[src/rtl/lrg_defines.svh]
// Constants for the pseudo-random word generator
`ifndef LRG_DEFINES_SVH
`define LRG_DEFINES_SVH
`define LRG_MULT 32'h41c64e6d
`define LRG_INC 32'h00003039
`define LRG_SEED_RESET 32'h00000001
`define LRG_OUT_SHIFT 16
`define LRG_OUT_MASK 32'h00007fff
`define LRG_SEED_MAX 32'h7fffffff
`endif

[src/rtl/lrg_pkg.sv]
// Types shared by the pseudo-random word generator
package lrg_pkg;
    typedef logic [31:0] lrg_seed_t;
    typedef logic [15:0] lrg_word_t;
    typedef enum logic [1:0] {LRG_IDLE, LRG_STEP} lrg_state_t;
endpackage : lrg_pkg

[src/rtl/lrg_step_if.sv]
// Seed update path between the control and the arithmetic stage
`timescale 1ns/1ps
`default_nettype none
interface lrg_step_if;
    lrg_pkg::lrg_seed_t seed;
    lrg_pkg::lrg_seed_t next_seed;
    lrg_pkg::lrg_word_t value;
    modport ctrl (output seed, input next_seed, input value);
    modport calc (input seed, output next_seed, output value);
endinterface : lrg_step_if
`default_nettype wire

[src/rtl/lrg_step.sv]
// Combinational seed update and result extraction
`timescale 1ns/1ps
`default_nettype none
`include "lrg_defines.svh"
module lrg_step (
    lrg_step_if.calc st // Seed in, next seed and value out
);
    // Wrapping unsigned multiply-add
    function automatic lrg_pkg::lrg_seed_t advance(lrg_pkg::lrg_seed_t s);
        logic [63:0] p;
        p = s * `LRG_MULT + `LRG_INC;
        return p[31:0]; // [RULE_08]
    endfunction : advance

    // Value taken from the fresh state
    function automatic lrg_pkg::lrg_word_t extract(lrg_pkg::lrg_seed_t s);
        lrg_pkg::lrg_seed_t m;
        m = (s >> `LRG_OUT_SHIFT) & `LRG_OUT_MASK;
        return m[15:0];
    endfunction : extract

    // Next state and its output word
    assign st.next_seed = advance(st.seed); // [RULE_01]
    assign st.value = extract(st.next_seed); // [RULE_03] [RULE_02]
endmodule : lrg_step
`default_nettype wire

[src/rtl/lrg_gen.sv]
// Pseudo-random word generator with a linear congruential seed
// Contract
// (RULE_01) Each execution: seed times constant plus increment
// (RULE_02) Output always between 0 and 32767
// (RULE_03) Output is new seed shifted 16, masked
// (RULE_04) Seed loaded once at stop-to-run change
// (RULE_05) Seed starts at one after power-up
// (RULE_06) Result written as one 16-bit word
// (RULE_07) Pulse form: one value per rising command
// (RULE_08) Arithmetic unsigned, wraps modulo two^32
`timescale 1ns/1ps
`default_nettype none
`include "lrg_defines.svh"
module lrg_gen (
    input wire logic mclk, // System clock, 50 MHz
    input wire logic rstn, // Asynchronous reset, active low
    input wire logic run_mode, // High while the controller runs
    input wire logic [31:0] seed_in, // Seed offered at stop-to-run
    input wire logic seed_load, // Request to load seed_in
    input wire logic pseudo_random_generate, // Continuous execute level
    input wire logic pseudo_random_generate_pulse, // Edge-triggered command
    output logic [15:0] result, // Last generated word
    output logic result_valid, // One-cycle write strobe
    output logic [15:0] seed_state_low_word, // Seed bits 15:0
    output logic [15:0] seed_state_high_word // Seed bits 31:16
);
    logic rst_meta;
    logic rst_sync_n;
    lrg_pkg::lrg_seed_t seed;
    logic run_prev;
    logic cmd_prev;
    logic run_rise;
    logic exec;
    logic seed_loaded;
    logic gen_fire;
    lrg_pkg::lrg_state_t run_state;
    lrg_pkg::lrg_state_t next_run_state;
    lrg_step_if st ();

    // Reset release synchroniser
    always_ff @(posedge mclk or negedge rstn) begin
        if (!rstn) begin
            rst_meta <= 1'b0;
            rst_sync_n <= 1'b0;
        end else begin
            rst_meta <= 1'b1;
            rst_sync_n <= rst_meta;
        end
    end

    lrg_step u_lrg_step (
        .st(st)
    );
    assign st.seed = seed;

    // Edge history of mode and pulse command
    always_ff @(posedge mclk or negedge rst_sync_n) begin
        if (!rst_sync_n) begin
            run_prev <= 1'b0;
            cmd_prev <= 1'b0;
        end else begin
            run_prev <= run_mode;
            cmd_prev <= pseudo_random_generate_pulse;
        end
    end

    assign run_rise = run_mode & ~run_prev;
    // Execute while running: level form or rising pulse command
    assign exec = run_mode & (pseudo_random_generate |
        (pseudo_random_generate_pulse & ~cmd_prev)); // [RULE_07]

    // A load in the stop-to-run cycle wins over an execute there
    assign gen_fire = exec & ~(run_rise & seed_load); // [RULE_04]

    // Seed may be loaded only in the stop-to-run cycle, once
    always_ff @(posedge mclk or negedge rst_sync_n) begin
        if (!rst_sync_n) begin
            seed_loaded <= 1'b0;
        end else if (!run_mode) begin
            seed_loaded <= 1'b0;
        end else if (run_rise && seed_load) begin
            seed_loaded <= 1'b1; // [RULE_04]
        end
    end

    // Run phase: idle while stopped, step once the run is under way
    always_comb begin
        next_run_state = run_state;
        case (run_state)
            lrg_pkg::LRG_IDLE: begin
                if (run_mode) begin
                    next_run_state = lrg_pkg::LRG_STEP;
                end
            end
            lrg_pkg::LRG_STEP: begin
                if (!run_mode) begin
                    next_run_state = lrg_pkg::LRG_IDLE;
                end
            end
            default: begin
                next_run_state = lrg_pkg::LRG_IDLE;
            end
        endcase
    end

    // Run phase register
    always_ff @(posedge mclk or negedge rst_sync_n) begin
        if (!rst_sync_n) begin
            run_state <= lrg_pkg::LRG_IDLE;
        end else begin
            run_state <= next_run_state;
        end
    end

    // Seed state: reset to one, load clipped non-negative, else advance
    always_ff @(posedge mclk or negedge rst_sync_n) begin
        if (!rst_sync_n) begin
            seed <= `LRG_SEED_RESET; // [RULE_05]
        end else if (run_rise && seed_load && !seed_loaded) begin
            seed <= seed_in & `LRG_SEED_MAX; // [RULE_04]
        end else if (exec) begin
            seed <= st.next_seed; // [RULE_01] [RULE_08]
        end
    end

    // Destination word and its strobe
    always_ff @(posedge mclk or negedge rst_sync_n) begin
        if (!rst_sync_n) begin
            result <= 16'h0000;
            result_valid <= 1'b0;
        end else begin
            result_valid <= gen_fire;
            if (gen_fire) begin
                result <= st.value; // [RULE_06] [RULE_03]
            end
        end
    end

    assign seed_state_low_word = seed[15:0];
    assign seed_state_high_word = seed[31:16];
endmodule : lrg_gen
`default_nettype wire

[config.mk]
export PLATFORM = sky130hd
export DESIGN_NAME = lrg_gen
export DESIGN_NICKNAME = d
export VERILOG_FILES = /design/src/rtl/lrg_pkg.sv /design/src/rtl/lrg_step_if.sv /design/src/rtl/lrg_step.sv /design/src/rtl/lrg_gen.sv
export VERILOG_INCLUDE_DIRS = /design/src /design/src/rtl
export SDC_FILE = /design/constraint.sdc
export NUM_CORES = 1
export LEC_CHECK = 0
export ABC_AREA = 1
export BUFFER_PORTS_ARGS = -buffer_cell sky130_fd_sc_hd__buf_2
export CAP_MARGIN = 20
export CORE_ASPECT_RATIO = 1.2
export CORE_MARGIN = 5
export CORE_UTILIZATION = 55
export CTS_BUF_LIST = sky130_fd_sc_hd__clkbuf_16
export DETAILED_ROUTE_END_ITERATION = 8
export GPL_TIMING_DRIVEN = 0
export PLACE_DENSITY = 0.77
export SYNTH_ARGS = -nofsm -noshare
export SYNTH_HDL_FRONTEND = slang
export SYNTH_SLANG_ARGS = --single-unit
export TNS_END_PERCENT = 1
[constraint.sdc]
create_clock -name mclk -period 1.6 [get_ports mclk]
set_input_delay 0.08 -clock mclk [delete_from_list [all_inputs] [get_ports mclk]]
set_output_delay 0.08 -clock mclk [all_outputs]
set_load 0.01 [all_outputs]
==> impl_metrics.env <==
export IMPL_slew_limit_headroom_pct=59.25
export IMPL_cts_max_level=2
export IMPL_num_rows=58
export IMPL_async_reset_ff_share_pct=100.0
export IMPL_fin_nets=1954
export IMPL_drt_initial_drc_count=666
export IMPL_cp_common_cell="fa_1"
export IMPL_die_x_um=144.0
export IMPL_synth_ff_type="dfrtp_1"
export IMPL_grt_setup_unrepaired="yes"
export IMPL_start_kind="register"
export IMPL_place_congestion=0.9317
export IMPL_io_buffers=84
export IMPL_synth_cell_type_count=45
export IMPL_cp_max_fo=6
export IMPL_path_class="register to register"
export IMPL_n_fill_cell=1638
export IMPL_ys_seq_area_share_pct=11.21
export IMPL_skew_ns=0.005173
export IMPL_route_vias_total=9680
export IMPL_cpPeakStageDelay_ns=0.60
export IMPL_grt_total_usage_pct=30.29
export IMPL_grt_pass1_vias=10450
export IMPL_syn_area_per_cell_sq_um=8.563
export IMPL_drc=0
export IMPL_cts_tree="yes"
export IMPL_outcome="complete, but fails checks"
export IMPL_rr_startpoint="seed[8]"
export IMPL_grt_pass1_wl_um=56660
export IMPL_cp_end_kind="register"
export IMPL_initial_core_util_pct=56.08
export IMPL_worstHoldStart="seed_in[20]"
export IMPL_synth_seq_cells=53
export IMPL_ant_nets=0
export IMPL_violations="negative hold slack, negative setup slack"
export IMPL_path_cells="ha_4, xor2_2, ha_2, o21bai_4, fa_1, inv_1, fa_1, inv_1, fa_1, fa_1, fa_1, inv_2, fa_1, inv_2, ha_4, a21oi_4, o21ai_2, a21oi_2, nand3_2, a21o_1, or2_1, nand3_1, nand3_1"
export IMPL_layout_common_cells="inv_1 (427), nand2_1 (186), fa_1 (183)"
export IMPL_worstPathBufferInverterCount=4
export IMPL_synthCells=1383
export IMPL_coreArea_sq_um=21120
export IMPL_synth_edff_count=0
export IMPL_cap_viol_max_count=0
export IMPL_viasPerCell=5.393
export IMPL_syn2layout_area_growth_pct=19.35
export IMPL_fin_ws_ns=-4.611
export IMPL_ctsLongestPathBuffers=2
export IMPL_final_core_util_pct=66.93
export IMPL_antennaDiodeCount=0
export IMPL_dp_hpwl_um=29790
export IMPL_cpMaxStageDelayCell="fa_1"
export IMPL_root_buffer="clkbuf_16"
export IMPL_wl_per_cell_um=20.11
export IMPL_report_final_setup_viol=46
export IMPL_cp_data_required_time_ns=1.79
export IMPL_timing_final_crit_share_pct=388.2
export IMPL_numCtsBuffers=5
export IMPL_drv_slew=0
export IMPL_hold_viol=2
export IMPL_holdCritPathClass="primary input to register"
export IMPL_hold_ws_ns=-0.003502
export IMPL_worstMarginPinSlew_ns=0.6112
export IMPL_die_area_sq_um=24580
export IMPL_synth_nets=1813
export IMPL_arrival_ns=6.40
export IMPL_insertion_delay_ns=0.30
export IMPL_cts_sinks=53
export IMPL_drive_above_1_share_pct=21.18
export IMPL_max_freq_mhz=161.0
export IMPL_drt_total_wl_um=36100
export IMPL_overflow=0
export IMPL_io_pins=87
export IMPL_cp_top_family="adder cells"
export IMPL_antenna_found_initial=0
export IMPL_clk_pin_slew_ns=0.08
export IMPL_yosys_warnings=0
export IMPL_startpoint="seed[8]"
export IMPL_grt_max_degree=31
export IMPL_syn_area_sq_um=11840
export IMPL_dr_pass1_iters=5
export IMPL_period_minus_slack_ns=6.211
export IMPL_place_ws_ns=-4.940
export IMPL_mostFrequentLayoutCell="inv_1"
export IMPL_die_h_um=170.7
-- synthesized netlist by cell type, types with 2 or more instances --
master | n | share of area [%]
nand3_1 | 54 | 2.3
o21a_1 | 2 | 0.13
nor2_2 | 7 | 0.37
ha_1 | 207 | 22
nand3b_1 | 7 | 0.44
buf_4 | 2 | 0.13
inv_2 | 5 | 0.16
a21oi_1 | 39 | 1.6
a21o_1 | 4 | 0.25
xnor2_1 | 15 | 1.1
nand3_2 | 2 | 0.17
conb_1 | 2 | 0.063
o211ai_2 | 4 | 0.42
nand2_2 | 7 | 0.37
nor3_1 | 10 | 0.42
clkbuf_1 | 3 | 0.095
o21bai_1 | 6 | 0.38
o221ai_1 | 4 | 0.30
a21oi_2 | 7 | 0.52
nor2_1 | 25 | 0.79
fa_1 | 185 | 31
o211ai_1 | 10 | 0.63
dfrtp_1 | 52 | 11
a31oi_1 | 2 | 0.11
xor2_1 | 14 | 1.0
o22ai_1 | 4 | 0.21
inv_1 | 443 | 14
nand4_1 | 8 | 0.42
nand2_1 | 192 | 6.1
o21ai_1 | 12 | 0.51
or2_1 | 7 | 0.37
o21ai_0 | 24 | 1.0
buf_2 | 6 | 0.25
-- worst register-to-register path: stages, from the launching register on --
cell and delay [ns]:
dfrtp_2 0.51, ha_4 0.28, xor2_2 0.16, ha_2 0.19, o21bai_4 0.18, fa_1 0.49
inv_1 0.05, fa_1 0.47, inv_1 0.05, fa_1 0.47, fa_1 0.55, fa_1 0.59
inv_2 0.06, fa_1 0.60, inv_2 0.06, ha_4 0.28, a21oi_4 0.18, o21ai_2 0.08
a21oi_2 0.14, nand3_2 0.13, a21o_1 0.19, or2_1 0.24, nand3_1 0.08, nand3_1 0.08
-- area by class of cell --
class | count | area, sq um | share of cell area [%]
Buffer | 11 | 62.56 | 0.4426
Clock buffer | 5 | 125.1 | 0.8853
Clock inverter | 3 | 26.28 | 0.1859
Inverter | 449 | 1689 | 11.95
Multi-Input combinational cell | 870 | 9667 | 68.40
Sequential cell | 53 | 1373 | 9.711
Tap cell | 270 | 337.8 | 2.390
Timing Repair Buffer | 134 | 853.3 | 6.038
-- worst paths after layout --
check | endpoint | slack, ns | cells past startpoint
max | seed[27] | -4.61 | 23
min | seed[20] | -0.004 | 3
max reg2reg | seed[27] | -4.61 | 23
min reg2reg | result[11] | 0.25 | 0
max in group asynchronous | seed[0] | 0.73 | 1
min in group asynchronous | rst_sync_n | 0.09 | 2
-- metrics by stage --
| stage | TNS (ns) | instance area [sq um] | std cells |
|---|---|---|---|
| 3_3_place_gp | -220.40 | 12740 | 1737 |
| 4_1_cts | -173.67 | 13740 | 1778 |
| 2_1_floorplan | -156.85 | 11980 | 1383 |
| 6_report | -175.84 | 14130 | 1795 |
| 5_1_grt | -183.62 | 14130 | 1795 |
| 3_5_place_dp | -189.99 | 12760 | 1738 |
-- layer usage --
layer	share of wire, %	up-vias	GRT usage, %
met1	39	4775	37.61
met5	0	-	0
li1	-	4424	-
met4	5.8	0	13.35
met3	4.7	107	3.103
met2	50	374	53.24
-- kinds of logic (layout without fill, tap and decap cells) --
| group | count (synthesis) | after routing | share of synthesized area (%) |
|---|---|---|---|
| buffers and inverters | 460 | 602 | 14.71 |
| flip-flops | 53 | 53 | 11.21 |
| AO/OA/AOI/OAI | 122 | 122 | 6.466 |
| other | 2 | 2 | 0.06342 |
| AND/OR/NAND/NOR | 324 | 324 | 12.13 |
| adder cells (fa/ha/maj) | 392 | 392 | 53.14 |
| XOR/XNOR | 30 | 30 | 2.282 |
-- registers in the layout, indices dropped and copies added (netlist names) --
register / cells
result_valid: 1
rst_meta: 1
result: 15
seed: 32
rst_sync_n: 1
cmd_prev: 1
seed_loaded: 1
run_prev: 1
-- timing repair --
action / 4_1_cts / 5_1_grt
endpoints found under the hold margin: 6 / 0
cloned: 0 / 0
pin swaps: 26 / 54
hold buffers: 5 / 0
resized for setup: 111 / 62
setup endpoints to repair: 47 / 47
setup buffers: 27 / 17
Power is not shown: default switching activity piles up to over one toggle a cycle in this logic, so the estimate is an artifact.
